`config.mk`:
```
export PLATFORM = sky130hd
export DESIGN_NAME = acs_seq
export DESIGN_NICKNAME = d
export VERILOG_FILES = /design/src/logic/acs_pkg.sv /design/src/logic/acs_seq.sv /design/src/logic/acs_tad_gen.sv
export SDC_FILE = /design/constraint.sdc
export NUM_CORES = 1
export LEC_CHECK = 0
export BUFFER_PORTS_ARGS = -buffer_cell sky130_fd_sc_hd__buf_2
export CORE_UTILIZATION = 42
export CTS_CLUSTER_DIAMETER = 120
export DETAILED_ROUTE_END_ITERATION = 7
export GPL_TIMING_DRIVEN = 0
export PLACE_DENSITY_LB_ADDON = 0.2
export SLEW_MARGIN = 40
export SYNTH_ARGS = -nofsm -noshare
export SYNTH_HDL_FRONTEND = slang
export SYNTH_SLANG_ARGS = --single-unit
```
`constraint.sdc`:
```
create_clock -name clk_sys -period 4.6 [get_ports clk_sys]
set_clock_uncertainty 0.2 [all_clocks]
set_input_delay 0.69 -clock clk_sys [delete_from_list [all_inputs] [get_ports clk_sys]]
set_output_delay 0.69 -clock clk_sys [all_outputs]
set_load 0.1 [all_outputs]
```
`src/logic/acs_pkg.sv`:
```
// Shared constants and types of the converter sequencer and port configuration block.
// Assumes one 250 MHz system clock that stands for the oscillator.
package acs_pkg;

  // ==========================================================
  // Register indices (byte address is four times the index)
  localparam logic [9:0] IDX_PORT    = 10'h005;
  localparam logic [9:0] IDX_STAT    = 10'h00C;
  localparam logic [9:0] IDX_RESULT  = 10'h01E;
  localparam logic [9:0] IDX_CTL     = 10'h01F;
  localparam logic [9:0] IDX_CFG     = 10'h09F;

  // ==========================================================
  // Field positions
  localparam int CTL_ON_BIT   = 0;
  localparam int CTL_GO_BIT   = 2;
  localparam int CTL_CHS_LSB  = 3;
  localparam int CTL_CLK_LSB  = 6;
  localparam int STAT_DONE_BIT = 0;

  // ==========================================================
  // Reset values
  localparam logic [7:0] CTL_RST    = 8'h00;
  localparam logic [2:0] CFG_RST    = 3'h0;
  localparam logic [7:0] RESULT_RST = 8'h00;

  // ==========================================================
  // Timing counts, in half bit periods and system cycles
  localparam logic [3:0] DIV2_LAST     = 4'h0;  // 1 cycle per half period
  localparam logic [3:0] DIV8_LAST     = 4'h3;  // 4 cycles per half period
  localparam logic [3:0] DIV32_LAST    = 4'hF;  // 16 cycles per half period
  localparam logic [4:0] CONV_LAST     = 5'h12; // 19 halves = 9.5 periods
  localparam logic [4:0] DECIDE_LAST   = 5'h0F; // last bit decision half
  localparam logic [1:0] SETTLE_LAST   = 2'h3;  // 4 halves = 2 periods
  localparam logic [1:0] CLK_SEL_RC    = 2'h3;

  // ==========================================================
  // Bus answers
  localparam logic [1:0] RESP_OKAY   = 2'h0;
  localparam logic [1:0] RESP_SLVERR = 2'h2;

  // ==========================================================
  // Types
  typedef enum logic [3:0] {
    ST_OFF    = 4'h1,
    ST_ACQ    = 4'h2,
    ST_CONV   = 4'h4,
    ST_SETTLE = 4'h8
  } acs_state_type;

  typedef struct packed {
    logic       powered;  // Analog bias on
    logic       sample;   // Hold capacitor tied to the selected pin
    logic [1:0] channel;  // Selected input, 3 means pin four
    logic       ref_pin;  // Reference from pin one, else supply
    logic [7:0] trial;    // Successive approximation code to the DAC
  } acs_ana_type;

endpackage

```
`src/logic/acs_seq.sv`:
```
// Converter sequencer, port configuration and AXI4-Lite register slave.
// Assumes a comparator outside that reports the held sample against trial.
//
// Summary of operation
// - Clock select picks bit period source
// - Channel select routes one of four pins
// - Go flag starts, shows, self-clears conversion
// - Converter-on bit powers converter up or down
// - Completion loads result, clears go, sets done
// - Eight-bit result by successive approximation
// - Port config code assigns analog and digital pins
// - Analog pins read as zero on port
// - Reset makes all pins analog, controls zero
// - Port config write may raise pin flags
// - Two bit periods before next acquisition
// - Conversion continues in sleep with RC clock
// - Conversion lasts nine and a half periods
// - Clearing go aborts, result kept unchanged
// - After abort wait two periods, then acquire
`timescale 1ns/100ps
module acs_seq (
  // Clock and reset
  input  wire logic               clk_sys,
  input  wire logic               rstn,
  // AXI4-Lite write address and data
  input  wire logic               s_axi_awvalid,
  output logic                    s_axi_awready,
  input  wire logic [11:0]        s_axi_awaddr,
  input  wire logic               s_axi_wvalid,
  output logic                    s_axi_wready,
  input  wire logic [31:0]        s_axi_wdata,
  input  wire logic [3:0]         s_axi_wstrb,
  // AXI4-Lite write response
  output logic                    s_axi_bvalid,
  input  wire logic               s_axi_bready,
  output logic [1:0]              s_axi_bresp,
  // AXI4-Lite read
  input  wire logic               s_axi_arvalid,
  output logic                    s_axi_arready,
  input  wire logic [11:0]        s_axi_araddr,
  output logic                    s_axi_rvalid,
  input  wire logic               s_axi_rready,
  output logic [31:0]             s_axi_rdata,
  output logic [1:0]              s_axi_rresp,
  // Device environment
  input  wire logic               sleep_mode,
  input  wire logic               rc_half_tick,
  input  wire logic               cmp_above,
  input  wire logic [3:0]         pin_level,
  // Analog side and flags
  output acs_pkg::acs_ana_type    ana,
  output logic [3:0]              pin_analog,
  output logic                    cfg_wr_pulse,
  output logic                    conv_done
);

  acs_pkg::acs_state_type state_q;
  acs_pkg::acs_state_type state_d;

  logic        aw_hold_q;
  logic [9:0]  aw_idx_q;
  logic        w_hold_q;
  logic [7:0]  w_byte_q;
  logic        w_lane_q;
  logic        bvalid_q;
  logic [1:0]  bresp_q;
  logic        rvalid_q;
  logic [31:0] rdata_q;
  logic [1:0]  rresp_q;
  logic        wr_fire;
  logic        wr_ctl;
  logic        wr_cfg;
  logic        wr_res;
  logic        wr_stat;
  logic        aw_mapped;
  logic        ar_take;
  logic [7:0]  rd_byte;
  logic        rd_mapped;

  logic [7:0]  ctl_q;
  logic        go_q;
  logic [2:0]  pcfg_q;
  logic [3:0]  analog_q;
  logic        ref_pin_q;
  logic [7:0]  result_q;
  logic        done_q;
  logic        cfg_pulse_q;
  logic [7:0]  trial_q;
  logic [4:0]  hcnt_q;
  logic [1:0]  scnt_q;
  logic        half_tick;
  logic        start;
  logic        abort;
  logic        complete;
  logic        settle_end;
  logic [2:0]  bpos;
  logic [7:0]  port_view;

  // =========================================================
  // Bit period strobes
  acs_tad_gen u_tad (
    .clk_sys      (clk_sys),
    .rstn         (rstn),
    .run          (ctl_q[acs_pkg::CTL_ON_BIT]),
    .sleep_mode   (sleep_mode),
    .clk_sel      (ctl_q[acs_pkg::CTL_CLK_LSB +: 2]),
    .rc_half_tick (rc_half_tick),
    .half_tick    (half_tick)
  );

  // =========================================================
  // AXI4-Lite write path: address and data held until both are in
  assign s_axi_awready = !aw_hold_q && !bvalid_q;
  assign s_axi_wready  = !w_hold_q && !bvalid_q;
  assign s_axi_bvalid  = bvalid_q;
  assign s_axi_bresp   = bresp_q;
  assign wr_fire       = aw_hold_q && w_hold_q;
  assign aw_mapped     = (aw_idx_q == acs_pkg::IDX_CTL) || (aw_idx_q == acs_pkg::IDX_CFG)
                      || (aw_idx_q == acs_pkg::IDX_RESULT) || (aw_idx_q == acs_pkg::IDX_STAT)
                      || (aw_idx_q == acs_pkg::IDX_PORT);
  // Registers live in byte lane 0 only
  assign wr_ctl  = wr_fire && w_lane_q && (aw_idx_q == acs_pkg::IDX_CTL);
  assign wr_cfg  = wr_fire && w_lane_q && (aw_idx_q == acs_pkg::IDX_CFG);
  assign wr_res  = wr_fire && w_lane_q && (aw_idx_q == acs_pkg::IDX_RESULT);
  assign wr_stat = wr_fire && w_lane_q && (aw_idx_q == acs_pkg::IDX_STAT);

  // Write address capture
  always_ff @(posedge clk_sys or negedge rstn) begin
    if (!rstn) begin
      aw_hold_q <= 1'b0;
      aw_idx_q  <= 10'h000;
    end else if (s_axi_awvalid && s_axi_awready) begin
      aw_hold_q <= 1'b1;
      aw_idx_q  <= s_axi_awaddr[11:2];
    end else if (wr_fire) begin
      aw_hold_q <= 1'b0;
    end
  end

  // Write data capture
  always_ff @(posedge clk_sys or negedge rstn) begin
    if (!rstn) begin
      w_hold_q <= 1'b0;
      w_byte_q <= 8'h00;
      w_lane_q <= 1'b0;
    end else if (s_axi_wvalid && s_axi_wready) begin
      w_hold_q <= 1'b1;
      w_byte_q <= s_axi_wdata[7:0];
      w_lane_q <= s_axi_wstrb[0];
    end else if (wr_fire) begin
      w_hold_q <= 1'b0;
    end
  end

  // Write response, error for an unmapped word
  always_ff @(posedge clk_sys or negedge rstn) begin
    if (!rstn) begin
      bvalid_q <= 1'b0;
      bresp_q  <= acs_pkg::RESP_OKAY;
    end else if (wr_fire) begin
      bvalid_q <= 1'b1;
      bresp_q  <= aw_mapped ? acs_pkg::RESP_OKAY : acs_pkg::RESP_SLVERR;
    end else if (s_axi_bready) begin
      bvalid_q <= 1'b0;
    end
  end

  // =========================================================
  // AXI4-Lite read path, answer one cycle after the address
  assign s_axi_arready = !rvalid_q;
  assign s_axi_rvalid  = rvalid_q;
  assign s_axi_rdata   = rdata_q;
  assign s_axi_rresp   = rresp_q;
  assign ar_take       = s_axi_arvalid && !rvalid_q;

  assign port_view = {3'h0, pin_level[3] & ~analog_q[3], 1'b0,
                      pin_level[2:0] & ~analog_q[2:0]};

  // Read multiplexer; go reads back the live conversion state
  always_comb begin
    rd_byte   = 8'h00;
    rd_mapped = 1'b1;
    case (s_axi_araddr[11:2])
      acs_pkg::IDX_CTL:    rd_byte = {ctl_q[7:3], go_q, ctl_q[1:0]};
      acs_pkg::IDX_CFG:    rd_byte = {5'h00, pcfg_q};
      acs_pkg::IDX_RESULT: rd_byte = result_q;
      acs_pkg::IDX_STAT:   rd_byte = {7'h00, done_q};
      acs_pkg::IDX_PORT:   rd_byte = port_view;
      default:             rd_mapped = 1'b0;
    endcase
  end

  // Read data register
  always_ff @(posedge clk_sys or negedge rstn) begin
    if (!rstn) begin
      rvalid_q <= 1'b0;
      rdata_q  <= 32'h0000_0000;
      rresp_q  <= acs_pkg::RESP_OKAY;
    end else if (ar_take) begin
      rvalid_q <= 1'b1;
      rdata_q  <= {24'h00_0000, rd_byte};
      rresp_q  <= rd_mapped ? acs_pkg::RESP_OKAY : acs_pkg::RESP_SLVERR;
    end else if (s_axi_rready) begin
      rvalid_q <= 1'b0;
    end
  end

  // =========================================================
  // Control register; go lives apart because hardware clears it
  // controls reset to zero
  always_ff @(posedge clk_sys or negedge rstn) begin
    if (!rstn) begin
      ctl_q <= acs_pkg::CTL_RST;
    end else if (wr_ctl) begin
      ctl_q <= w_byte_q & 8'hFB;
    end
  end

  // Go takes effect only when the converter was already on and idle,
  // so a write that turns the converter on cannot also start it
  // go ignored while off
  assign start = wr_ctl && w_byte_q[acs_pkg::CTL_GO_BIT] && ctl_q[acs_pkg::CTL_ON_BIT]
              && w_byte_q[acs_pkg::CTL_ON_BIT] && (state_q == acs_pkg::ST_ACQ);
  // clearing go aborts; turning off aborts too, so go never outlives power
  assign abort = wr_ctl && (!w_byte_q[acs_pkg::CTL_GO_BIT] || !w_byte_q[acs_pkg::CTL_ON_BIT])
              && (state_q == acs_pkg::ST_CONV);
  assign complete   = (state_q == acs_pkg::ST_CONV) && half_tick
                   && (hcnt_q == acs_pkg::CONV_LAST) && !abort;
  assign settle_end = (state_q == acs_pkg::ST_SETTLE) && half_tick
                   && (scnt_q == acs_pkg::SETTLE_LAST);

  // Go flag: set by software, cleared by completion, abort or power-off
  // go set and self-clear
  always_ff @(posedge clk_sys or negedge rstn) begin
    if (!rstn) begin
      go_q <= 1'b0;
    end else if (start) begin
      go_q <= 1'b1;
    end else if (complete || abort || !ctl_q[acs_pkg::CTL_ON_BIT]) begin
      go_q <= 1'b0;
    end
  end

  // =========================================================
  // Sequencer state
  // off forces shutdown
  always_comb begin
    state_d = state_q;
    case (state_q)
      acs_pkg::ST_OFF:    state_d = acs_pkg::ST_ACQ;
      acs_pkg::ST_ACQ:    if (start) state_d = acs_pkg::ST_CONV;
      acs_pkg::ST_CONV:   if (complete || abort) state_d = acs_pkg::ST_SETTLE;
      acs_pkg::ST_SETTLE: if (settle_end) state_d = acs_pkg::ST_ACQ;
      default:            state_d = acs_pkg::ST_OFF;
    endcase
    if (!ctl_q[acs_pkg::CTL_ON_BIT]) begin
      state_d = acs_pkg::ST_OFF;
    end
  end

  always_ff @(posedge clk_sys or negedge rstn) begin
    if (!rstn) begin
      state_q <= acs_pkg::ST_OFF;
    end else begin
      state_q <= state_d;
    end
  end

  // Half period counters for conversion and settling
  always_ff @(posedge clk_sys or negedge rstn) begin
    if (!rstn) begin
      hcnt_q <= 5'h00;
      scnt_q <= 2'h0;
    end else begin
      if (state_q != acs_pkg::ST_CONV) begin
        hcnt_q <= 5'h00;
      end else if (half_tick) begin
        hcnt_q <= hcnt_q + 5'h01;
      end
      if (state_q != acs_pkg::ST_SETTLE) begin
        scnt_q <= 2'h0;
      end else if (half_tick) begin
        scnt_q <= scnt_q + 2'h1;
      end
    end
  end

  // =========================================================
  // Successive approximation: one bit decided every second half period
  assign bpos = 3'h7 - hcnt_q[3:1];

  always_ff @(posedge clk_sys or negedge rstn) begin
    if (!rstn) begin
      trial_q <= 8'h80;
    end else if (start) begin
      trial_q <= 8'h80;
    end else if ((state_q == acs_pkg::ST_CONV) && half_tick && hcnt_q[0]
                 && (hcnt_q <= acs_pkg::DECIDE_LAST)) begin
      for (int i = 0; i < 8; i++) begin
        if (i == int'(bpos)) begin
          trial_q[i] <= cmp_above;
        end else if (i + 1 == int'(bpos)) begin
          trial_q[i] <= 1'b1;
        end
      end
    end
  end

  // Result: completion wins over a software write in the same cycle
  // result load
  always_ff @(posedge clk_sys or negedge rstn) begin
    if (!rstn) begin
      result_q <= acs_pkg::RESULT_RST;
    end else if (complete) begin
      result_q <= trial_q;
    end else if (wr_res) begin
      result_q <= w_byte_q;
    end
  end

  // Done flag: sticky, write one to clear, a new event wins the race
  // done flag set
  always_ff @(posedge clk_sys or negedge rstn) begin
    if (!rstn) begin
      done_q <= 1'b0;
    end else if (complete) begin
      done_q <= 1'b1;
    end else if (wr_stat && w_byte_q[acs_pkg::STAT_DONE_BIT]) begin
      done_q <= 1'b0;
    end
  end

  // =========================================================
  // Port configuration; decoded at write time so outputs are flops
  // pin assignment
  always_ff @(posedge clk_sys or negedge rstn) begin
    if (!rstn) begin
      pcfg_q    <= acs_pkg::CFG_RST;
      analog_q  <= 4'hF;
      ref_pin_q <= 1'b0;
    end else if (wr_cfg) begin
      pcfg_q    <= w_byte_q[2:0];
      ref_pin_q <= w_byte_q[0] && (w_byte_q[2:0] != 3'h7);
      case (w_byte_q[2:1])
        2'h0:    analog_q <= 4'hF;
        2'h1:    analog_q <= 4'h7;
        2'h2:    analog_q <= 4'h3;
        default: analog_q <= w_byte_q[0] ? 4'h0 : 4'h1;
      endcase
    end
  end

  // Pin function changes can glitch the pin-change logic outside
  // config write pulse
  always_ff @(posedge clk_sys or negedge rstn) begin
    if (!rstn) begin
      cfg_pulse_q <= 1'b0;
    end else begin
      cfg_pulse_q <= wr_cfg;
    end
  end

  // =========================================================
  // Outputs to the analog side
  // channel routing
  assign ana.powered = ctl_q[acs_pkg::CTL_ON_BIT];
  assign ana.sample  = (state_q == acs_pkg::ST_ACQ);
  assign ana.channel = ctl_q[acs_pkg::CTL_CHS_LSB +: 2];
  assign ana.ref_pin = ref_pin_q;
  assign ana.trial   = trial_q;
  assign pin_analog   = analog_q;
  assign cfg_wr_pulse = cfg_pulse_q;
  assign conv_done    = done_q;

  // =========================================================
  // Checks
  property p_go_needs_on;
    @(posedge clk_sys) disable iff (!rstn)
    go_q |-> ctl_q[acs_pkg::CTL_ON_BIT] && (state_q == acs_pkg::ST_CONV);
  endproperty
  a_go_needs_on: assert property (p_go_needs_on) else $error("Go set while not converting");

  property p_complete;
    @(posedge clk_sys) disable iff (!rstn)
    complete |=> !go_q && done_q && (result_q == $past(trial_q))
                 && (state_q == acs_pkg::ST_SETTLE);
  endproperty
  a_complete: assert property (p_complete) else $error("Completion event incomplete");

  property p_abort_keeps;
    @(posedge clk_sys) disable iff (!rstn)
    abort |=> !go_q && $stable(done_q) && $stable(result_q);
  endproperty
  a_abort_keeps: assert property (p_abort_keeps) else $error("Abort changed the result");

  property p_len;
    @(posedge clk_sys) disable iff (!rstn)
    ($fell(go_q) && $past(state_q == acs_pkg::ST_CONV) && !$past(abort)
     && $past(ctl_q[acs_pkg::CTL_ON_BIT])) |-> $past(hcnt_q) == 5'h12;
  endproperty
  a_len: assert property (p_len) else $error("Conversion not 19 half periods");

  property p_settle;
    @(posedge clk_sys) disable iff (!rstn)
    (state_q == acs_pkg::ST_CONV && state_d == acs_pkg::ST_SETTLE)
      |=> !ana.sample && (state_q == acs_pkg::ST_SETTLE) && (scnt_q == 2'h0);
  endproperty
  a_settle: assert property (p_settle) else $error("Settle wait skipped");

  property p_reacquire;
    @(posedge clk_sys) disable iff (!rstn)
    settle_end && ctl_q[acs_pkg::CTL_ON_BIT] |=> ana.sample;
  endproperty
  a_reacquire: assert property (p_reacquire) else $error("No acquisition after settle");

  property p_off_ignores;
    @(posedge clk_sys) disable iff (!rstn)
    (wr_ctl && !ctl_q[acs_pkg::CTL_ON_BIT]) |=> !go_q;
  endproperty
  a_off_ignores: assert property (p_off_ignores) else $error("Go accepted while off");

  property p_port_zero;
    @(posedge clk_sys) disable iff (!rstn)
    ({port_view[4], port_view[2:0]} & analog_q) == 4'h0;
  endproperty
  a_port_zero: assert property (p_port_zero) else $error("Analog pin read nonzero");

  property p_ref;
    @(posedge clk_sys) disable iff (!rstn)
    ana.ref_pin == ((pcfg_q == 3'h1) || (pcfg_q == 3'h3) || (pcfg_q == 3'h5));
  endproperty
  a_ref: assert property (p_ref) else $error("Reference select wrong");

  c_complete: cover property (@(posedge clk_sys) disable iff (!rstn) complete);
  c_abort:    cover property (@(posedge clk_sys) disable iff (!rstn) abort);
  c_race:     cover property (@(posedge clk_sys) disable iff (!rstn) complete && wr_stat);

endmodule

```
`src/logic/acs_tad_gen.sv`:
```
// Half bit-period strobe generator for the converter.
// Assumes rc_half_tick is a one-cycle pulse synchronous to clk_sys.
`timescale 1ns/100ps
module acs_tad_gen (
  // Clock and reset
  input  wire logic       clk_sys,
  input  wire logic       rstn,
  // Control
  input  wire logic       run,
  input  wire logic       sleep_mode,
  input  wire logic [1:0] clk_sel,
  input  wire logic       rc_half_tick,
  // Strobe
  output logic            half_tick
);

  logic [3:0] div_cnt_q;
  logic [3:0] div_last;
  logic       osc_tick;

  // =========================================================
  // Divider selection
  // clock select decode
  always_comb begin
    case (clk_sel)
      2'h0:    div_last = acs_pkg::DIV2_LAST;
      2'h1:    div_last = acs_pkg::DIV8_LAST;
      2'h2:    div_last = acs_pkg::DIV32_LAST;
      default: div_last = acs_pkg::DIV2_LAST;
    endcase
  end

  // The oscillator stops in sleep; only the RC source keeps ticking
  // sleep clock gating
  assign osc_tick  = run && !sleep_mode && (div_cnt_q == div_last);
  assign half_tick = (clk_sel == acs_pkg::CLK_SEL_RC) ? (run && rc_half_tick) : osc_tick;

  // Divider counter restarts whenever the converter is off or in sleep
  always_ff @(posedge clk_sys or negedge rstn) begin
    if (!rstn) begin
      div_cnt_q <= 4'h0;
    end else if (!run || sleep_mode || div_cnt_q == div_last) begin
      div_cnt_q <= 4'h0;
    end else begin
      div_cnt_q <= div_cnt_q + 4'h1;
    end
  end

  // =========================================================
  // Checks
  property p_div8_gap;
    @(posedge clk_sys) disable iff (!rstn)
    (half_tick && clk_sel == 2'h1 && $stable(clk_sel)) |=> !half_tick [*3];
  endproperty
  a_div8_gap: assert property (p_div8_gap) else $error("Divide-by-8 strobe too close");

endmodule

```
==> results of run 1 <==
==> sequential cells by signal, indices dropped and copies added (netlist names), 2 cells and up <==
signal	count
aw_idx_q	10
ctl_q	7
hcnt_q	5
pcfg_q	3
pin_analog	4
result_q	8
s_axi_rdata	8
scnt_q	2
state_q	4
trial_q	8
u_tad.div_cnt_q	4
w_byte_q	8
==> worst paths after layout <==
path / slack, ns / to / startpoint / cells past startpoint
setup / recovery: 1.83 / ana[11] / state_q[3]$_DFFE_PN0P_ / 2
setup reg to reg: 2.01 / result_q[7]$_DFFE_PN0P_ / aw_idx_q[5]$_DFFE_PN0P_ / 5
hold / removal: 0.05 / hcnt_q[2]$_DFFE_PN0P_ / rstn / 1
max in group asynchronous: 3.53 / pin_analog[0]$_DFFE_PN1P_ / rstn / 2
min in group clk_sys: 0.28 / ctl_q[1]$_DFFE_PN0N_ / ctl_q[1]$_DFFE_PN0N_ / 2
hold reg to reg: 0.28 / ctl_q[1]$_DFFE_PN0N_ / ctl_q[1]$_DFFE_PN0N_ / 2
==> logic make-up after synthesis <==
family / count (synthesis) / share of synthesized area (%)
adder cells (fa/ha/maj): 7 / 2.06
AND/OR/NAND/NOR: 125 / 16.4
buffers and inverters: 56 / 7.96
multiplexers: 48 / 12.4
AO/OA/AOI/OAI: 66 / 11.1
other: 1 / 0.0880
XOR/XNOR: 8 / 1.65
flip-flops: 82 / 48.4
==> where the power goes <==
| group | switching [mW] | total, mW | internal, mW |
|---|---|---|---|
| combinational | 0.438 | 0.630 | 0.193 |
| sequential | 0.110 | 0.941 | 0.831 |
| clock | 0.272 | 0.610 | 0.338 |
==> area by class of cell <==
cell class / count / share of cell area [%]
clock buffer: 11 / 2.92
timing repair buffer: 77 / 7.84
multi-input combinational: 280 / 38.2
sequential: 82 / 39.7
tap: 133 / 3.21
buffer: 40 / 5.38
inverter: 16 / 1.16
clock inverter: 5 / 1.64
==> stage by stage <==
step	hold slack, ns	instances	power (mW)	util (%)	setup slack [ns]
after floorplan	0.194	418	1.45	-	1.09
after global placement	0.249	627	1.57	50.0	1.98
after detailed placement	0.264	628	1.59	50.3	1.98
after CTS	0.0570	644	2.20	52.7	1.78
after global routing	0.0708	644	2.29	52.8	1.68
final	0.0520	644	2.18	52.8	1.83
==> cells in the mapped netlist, types with 3 or more instances <==
library cell	instances	area share [%]
nor4b_1	4	0.82
nand2b_1	3	0.44
inv_1	16	1.4
o21ai_0	19	2.2
nor3_1	7	0.82
xnor2_1	6	1.2
a31oi_1	4	0.59
a211oi_1	4	0.71
and2_1	4	0.59
clkbuf_1	6	0.53
a21o_1	3	0.53
nor2_1	24	2.1
dfrtp_1	76	45
dfstp_2	6	3.7
nor2b_1	4	0.59
nand2_1	41	3.6
mux2i_1	10	2.4
nor3b_1	3	0.53
o21bai_1	3	0.53
nand3_1	7	0.82
a21oi_1	10	1.2
mux2_2	30	7.9
and3_1	5	0.73
or3_1	3	0.44
buf_4	30	5.3
a311oi_1	3	0.62
mux2_1	8	2.1
ha_1	7	2.1
==> layer usage <==
metal / vias to the layer above / share of wire [%] / routed length (µm)
li1: 1560 / - / -
met1: 1522 / 48 / 4410
met2: 72 / 47 / 4300
met3: 12 / 3.6 / 327
met4: 0 / 1.4 / 129
met5: - / 0 / 0
==> critical path, stage by stage (launching register included) <==
cell	delay (ns)
dfrtp_1	0.45
nor4b_2	0.54
buf_2	0.53
==> impl_metrics.json, run 1 <==
{
  "async_flop_share_pct": 100,
  "irDropWorstVdd_mv": 0.333,
  "cp_max_fo": 5,
  "critical_path_class": "reg2out",
  "grtUsageMet3_pct": 3.25,
  "drv_cap": 0,
  "grt_pass1_vias": 3022,
  "setup_viol_count_final": 0,
  "cp-start-kind": "flip-flop",
  "syn2layout_area_growth_pct": 21.8,
  "use_met1_pct": 25.3,
  "place_congestion": 0.851,
  "wire_per_inst_um": 14.2,
  "cts_root_buf": "clkbuf_8",
  "die_w_um": 103,
  "outcome": "completed",
  "ys_seq_area_share_pct": 48.4,
  "synthCells": 393,
  "via_per_inst": 4.92,
  "use_met2_pct": 29.7,
  "cts_htree_levels": 3,
  "firstDrtPassIters": 4,
  "worstPathRequired_ns": 3.71,
  "synth_edf_count": 0,
  "end_kind": "output pin",
  "yosysUniqueCellTypes": 65,
  "die_area_mm2": 0.0105,
  "final_cell_mix": "buf_2 (76), dfrtp_1 (76), nand2_1 (41), mux2_2 (30), buf_4 (30)",
  "cts_resized": 0,
  "p_leak_nw": 2.48,
  "fin_nets": 587,
  "drv_slew": 0,
  "grt_max_degree": 45,
  "post-cts-setup-buffers": 0,
  "wirelength_um": 9160,
  "antenna_cells": 0,
  "antenna_found_initial": 0,
  "die_height_um": 103,
  "dpl-instance-area_mm2": 0.00494,
  "grt_usage_pct": 18.6,
  "hold_class": "in2async",
  "arrival_ns": 1.88,
  "placementRows": 36,
  "multiInputGateArea_mm2": 0.00198,
  "drc_errors": 0,
  "cts_buffers": 9,
  "rsz0062_at_grt": "false",
  "clk_pin_slew_ns": 0.08,
  "cts_tree": "done",
  "grt_first_pass_wirelength_um": 14900,
  "nFillCells": 900,
  "avgSynthCellArea_um2": 10.8,
  "syn_area_mm2": 0.00426,
  "core_area_mm2": 0.00982,
  "finalCriticalPeriod_ns": 2.77,
  "postRouteAntennaNets": 0,
  "slew_headroom_pct": 48.9,
  "synthFlopType": "dfrtp_1",
  "grt.busiest_layer": "met2",
  "drt_iter0_markers": 133,
  "regArea_mm2": 0.00206,
  "place_hpwl_um": 6860,
  "clkSinkCount": 82,
  "start_util_pct": 43.4,
  "postCtsHoldBufs": 0,
  "final_area_mm2": 0.00519,
  "power_density_mw_per_mm2": 420,
  "grt_overflow_total": 0,
  "yosys_register_bits": 82,
  "drive_gt1_share_pct": 35.4,
  "route.vias.total": 3166,
  "hold_violations": 0,
  "port_buffers": 76,
  "finalCritPeriodShare_pct": 60.2,
  "synth_warnings": 0,
  "max_slew.worst_pin.slew_ns": 0.763,
  "clock_path_buffers": 2,
  "max_freq_mhz": 361,
  "insertion_delay_ns": 0.36,
  "totalNegativeSetupSlack_ns": 0,
  "ios": 134
}
Note: power is estimated with default switching activity, not from simulation.
==> inputs of run 2 (changes only) <==
Clock period 4.6 ns to 2.4 ns, I/O delays scaled along.
==> impl_metrics.json, run 2 (synthesis gave the netlist of run 1 again) <==
{
  "place_congestion": 0.866,
  "antenna_found_initial": 0,
  "drive_gt1_share_pct": 42.7,
  "drv_slew": 0,
  "syn2layout_area_growth_pct": 29.6,
  "slew_headroom_pct": 52.5,
  "cts_htree_levels": 3,
  "whs_ns": 0.0147,
  "end_kind": "flip-flop",
  "via_per_inst": 4.96,
  "drv_cap": 0,
  "grt_usage_pct": 18.3,
  "top_register": "aw_idx_q",
  "rsz0062_at_grt": "true",
  "critical_path_class": "reg2reg",
  "grt_overflow_total": 0,
  "grt_pass1_vias": 2968,
  "placementRows": 36,
  "wl_met2_um": 4490,
  "wl_met3_um": 349,
  "min_path_cells": 3,
  "p_leak_nw": 2.62,
  "core_area_mm2": 0.00982,
  "violations": "negative setup slack",
  "hold_class": "in2reg",
  "clock_path_buffers": 2,
  "wire_per_inst_um": 14.4,
  "arrival_ns": 2.48,
  "insertion_delay_ns": 0.35,
  "finalCriticalPeriod_ns": 2.41,
  "postRouteAntennaNets": 0,
  "rr_endpoint": "trial_q[7]$_DFFE_PN1P_",
  "r2r_start": "ctl_q[7]$_DFFE_PN0N_",
  "final_util_pct": 56.2,
  "fin_nets": 600,
  "setup_viol_count_final": 4,
  "ios": 134,
  "port_buffers": 76,
  "drt_iter0_markers": 110,
  "grt_first_pass_wirelength_um": 14600,
  "max_slew.worst_pin.slew_ns": 0.709,
  "irDropWorstVdd_mv": 0.640,
  "finalCritPeriodShare_pct": 100,
  "totalNegativeSetupSlack_ns": -0.0336,
  "antenna_cells": 0,
  "largest_register_ffs": 10,
  "critPathMaxStageDelay_ns": 0.45,
  "cp_max_fo": 7,
  "min_from": "s_axi_awaddr[9]",
  "clk_pin_slew_ns": 0.09,
  "start_util_pct": 43.4,
  "hold_violations": 0,
  "cts_tree": "done",
  "grt_max_degree": 53,
  "cts_buffers": 9,
  "final_cell_mix": "buf_2 (75), dfrtp_1 (74), nand2_1 (40), buf_4 (38), mux2_2 (30)",
  "routedLengthMet1_um": 4460,
  "wirelength_um": 9450,
  "final_common_cell": "buf_2",
  "outcome": "finished, violations left",
  "clkSinkCount": 82,
  "reg2reg_slack_ns": -0.01,
  "cp-start-kind": "flip-flop",
  "drc_errors": 0,
  "min_to": "aw_idx_q[7]$_DFFE_PN0P_",
  "die_height_um": 103,
  "die_area_mm2": 0.0105,
  "cp_cell_sequence": "ha_1, nor3b_2, o221ai_4, a211oi_4, a21boi_1, or3_1",
  "worst_r2r_path_depth": 6,
  "setup_slack_ns": -0.0117,
  "cts_root_buf": "clkbuf_8",
  "firstDrtPassIters": 4,
  "worstPathRequired_ns": 2.47,
  "maxUsedRoutingLayer": "met4",
  "cpMaxStageDelayCell": "dfrtp_1",
  "route.vias.total": 3257,
  "max_freq_mhz": 415,
  "place_hpwl_um": 6780,
  "power_density_mw_per_mm2": 763,
  "die_w_um": 103
}
[run 2: metrics by stage]
| step | std cells | setup slack, ns | power [mW] | cell area (µm²) |
|---|---|---|---|---|
| 2_1_floorplan | 418 | -0.248 | 2.82 | 4410 |
| 3_3_place_gp | 627 | -0.195 | 3.04 | 4950 |
| 3_5_place_dp | 628 | -0.157 | 3.09 | 4990 |
| 4_1_cts | 651 | -0.00493 | 4.22 | 5330 |
| 5_1_grt | 657 | -0.108 | 4.42 | 5520 |
| 6_report | 657 | -0.0117 | 4.21 | 5520 |
[run 2: worst max-delay path, delay by kind of cell (launching register included)]
family,cells,cell delay (ns)
AOI/OAI and AO/OA,3,0.78
and+or+nand+nor,2,0.65
DFF,1,0.45
adders and majority gates,1,0.25
[run 2: power breakdown]
part	internal (mW)	switching, mW
registers	1.60	0.233
logic	0.406	0.851
clock network	0.644	0.483
total	2.65	1.57
[run 2: worst max path at each step]
stage,startpoint,slack [ns],end
after floorplan,state_q[3]$_DFFE_PN0P_,-0.25,trial_q[1]$_DFFE_PN0P_
after global placement,aw_idx_q[5]$_DFFE_PN0P_,-0.20,state_q[2]$_DFFE_PN0P_
after detailed placement,aw_idx_q[5]$_DFFE_PN0P_,-0.16,result_q[7]$_DFFE_PN0P_
after CTS,ctl_q[6]$_DFFE_PN0N_,-0.005,result_q[7]$_DFFE_PN0P_
after global routing,ctl_q[6]$_DFFE_PN0N_,-0.11,trial_q[7]$_DFFE_PN1P_
final,ctl_q[7]$_DFFE_PN0N_,-0.01,trial_q[7]$_DFFE_PN1P_
[run 2: cell type report]
type | instances | area [µm²]
Clock buffer | 12 | 155
Buffer | 39 | 274
Sequential cell | 82 | 2060
Tap cell | 133 | 166
Inverter | 16 | 63.8
Timing Repair Buffer | 91 | 561
Multi-Input combinational cell | 280 | 2160
Fill cell | 883 | 4300
Clock inverter | 4 | 73.8
[run 2: timing repair]
action	CTS	global route
resized for setup	8	29
endpoints found under the hold margin	32	0
gates cloned	0	1
setup endpoints to repair	13	24
hold buffers	3	0
setup buffers	4	6
pin swaps	5	14
[run 2: routing by layer]
| layer | vias to the layer above | GRT usage, % |
|---|---|---|
| li1 | 1593 | - |
| met1 | 1570 | 24.8 |
| met5 | - | 0 |
| met2 | 82 | 28.5 |
| met4 | 0 | 7.03 |
| met3 | 12 | 4.20 |
==> inputs of run 3 (changes only) <==
Clock period 2.4 ns to 1.9 ns, I/O delays scaled along.
==> impl_metrics.json, run 3 (synthesis gave the netlist of run 1 again) <==
{
  "outcome": "finished, violations left",
  "violations": "negative setup slack",
  "cpMaxStageDelayCell": "dfrtp_1",
  "cts_root_buf": "clkbuf_8",
  "grt_first_pass_wirelength_um": 16300,
  "finalCritPeriodShare_pct": 126,
  "clkSinkCount": 82,
  "final_cells": 703,
  "drc_errors": 0,
  "die_height_um": 103,
  "final_area_mm2": 0.00628,
  "wirelength_um": 10500,
  "irDropWorstVdd_mv": 0.694,
  "final_cell_mix": "buf_2 (71), dfrtp_1 (70), buf_4 (59), nand2_1 (36), mux2_4 (33)",
  "max_slew.worst_pin.slew_ns": 0.626,
  "antenna_cells": 0,
  "cp_max_fo": 5,
  "wire_per_inst_um": 14.9,
  "start_util_pct": 43.4,
  "die_w_um": 103,
  "final_common_cell": "buf_2",
  "totalNegativeSetupSlack_ns": -12.65,
  "cts_tree": "done",
  "place_hpwl_um": 6940,
  "r2r_start": "ctl_q[6]$_DFFE_PN0N_",
  "drv_cap": 0,
  "drive_gt1_share_pct": 48.9,
  "grt_max_degree": 51,
  "setup_slack_ns": -0.501,
  "cp_cell_sequence": "ha_1, nor3b_4, o221ai_4, buf_4, a211oi_4, a21oi_1, a311oi_1",
  "postRouteAntennaNets": 0,
  "post-place-ws_ns": -0.787,
  "end_kind": "flip-flop",
  "setup_viol_count_final": 44,
  "max_freq_mhz": 417,
  "clock_path_buffers": 2,
  "whs_ns": 0.0810,
  "place_congestion": 0.806,
  "cts_htree_levels": 3,
  "slew_headroom_pct": 58.2,
  "placementRows": 36,
  "reg2reg_slack_ns": -0.50,
  "clk_pin_slew_ns": 0.09,
  "grt_pass1_vias": 3348,
  "insertion_delay_ns": 0.37,
  "core_area_mm2": 0.00982,
  "hold_violations": 0,
  "drv_slew": 0,
  "firstDrtPassIters": 5,
  "critical_path_class": "reg2reg",
  "top_register": "aw_idx_q",
  "min_from": "s_axi_arvalid",
  "cp-start-kind": "flip-flop",
  "min_path_cells": 3,
  "power_density_mw_per_mm2": 891,
  "drt_iter0_markers": 151,
  "die_area_mm2": 0.0105,
  "syn2layout_area_growth_pct": 47.5,
  "total_power_mw": 5.59,
  "antenna_found_initial": 0,
  "via_per_inst": 5.01,
  "critPathMaxStageDelay_ns": 0.42,
  "cts_buffers": 9,
  "worstPathRequired_ns": 1.95,
  "min_to": "s_axi_rvalid$_DFFE_PN0P_",
  "dp_cells": 628,
  "rr_endpoint": "trial_q[2]$_DFFE_PN0P_",
  "port_buffers": 76,
  "worst_r2r_path_depth": 7,
  "finalCriticalPeriod_ns": 2.40,
  "grt_overflow_total": 0,
  "fin_nets": 646,
  "hold_class": "in2reg",
  "rsz0062_at_grt": "true",
  "largest_register_ffs": 10,
  "dpl-instance-area_mm2": 0.00521,
  "final_util_pct": 64.0,
  "route.vias.total": 3519,
  "grt_usage_pct": 20.4,
  "path_delay_family": "compound AO/OA/AOI/OAI gates",
  "ios": 134,
  "arrival_ns": 2.45,
  "p_leak_nw": 2.97,
  "critPathBufInv": 1
}
[run 3: changes by cell type in the layout (fill, tap and decap cells not counted), moves of 8 or more]
cell	previous run	this run
buf_6	3	11
mux2_2	30	5
dlygate4sd3_1	3	22
mux2_4	8	33
buf_4	38	59
[run 3: layer usage]
metal  up-vias  global-route usage [%]  part of all wire (%)
li1       1691                       -                     -
met3        18                    4.20                   4.1
met1      1719                    26.8                    44
met2        91                    33.8                    50
met4         0                    6.70                   1.7
met5         -                       0                     0
[run 3: layout make-up]
cell class,count,area [µm²]
Fill cell,832,3540
Sequential cell,82,2070
Clock inverter,7,81.3
Tap cell,133,166
Buffer,38,322
Timing Repair Buffer,138,1030
Inverter,16,63.8
Multi-Input combinational cell,280,2420
Clock buffer,9,124
[run 3: worst max-delay path by stage]
stage	from	end	slack, ns	depth (start not counted)
CTS	aw_idx_q[5]$_DFFE_PN0P_	result_q[5]$_DFFE_PN0P_	-0.44	7
detailed placement	aw_idx_q[8]$_DFFE_PN0P_	result_q[1]$_DFFE_PN0P_	-0.79	5
floorplan	state_q[3]$_DFFE_PN0P_	trial_q[1]$_DFFE_PN0P_	-0.75	5
global placement	aw_idx_q[8]$_DFFE_PN0P_	result_q[1]$_DFFE_PN0P_	-0.78	5
global route	ctl_q[7]$_DFFE_PN0N_	trial_q[2]$_DFFE_PN0P_	-0.60	7
finish	ctl_q[6]$_DFFE_PN0N_	trial_q[2]$_DFFE_PN0P_	-0.50	7
[run 3: worst min-delay path: cells and delay by family]
family          cells  cell delay [ns]
simple gates        1             0.12
compound gates      1             0.11
buf+inv             1             0.09
[run 3: timing repair]
action                     CTS  global route
gates cloned                 0             0
hold endpoints to repair   100             0
buffers inserted            26            14
setup endpoints to repair   47            45
gates resized for setup     58            21
hold buffers                22             0
pin swaps                   33            16
[run 3: power breakdown]
group	leakage (nW)	internal [mW]	switching [mW]
Combinational	1.81	0.771	1.14
Sequential	1.05	2.02	0.320
Clock	0.107	0.633	0.708
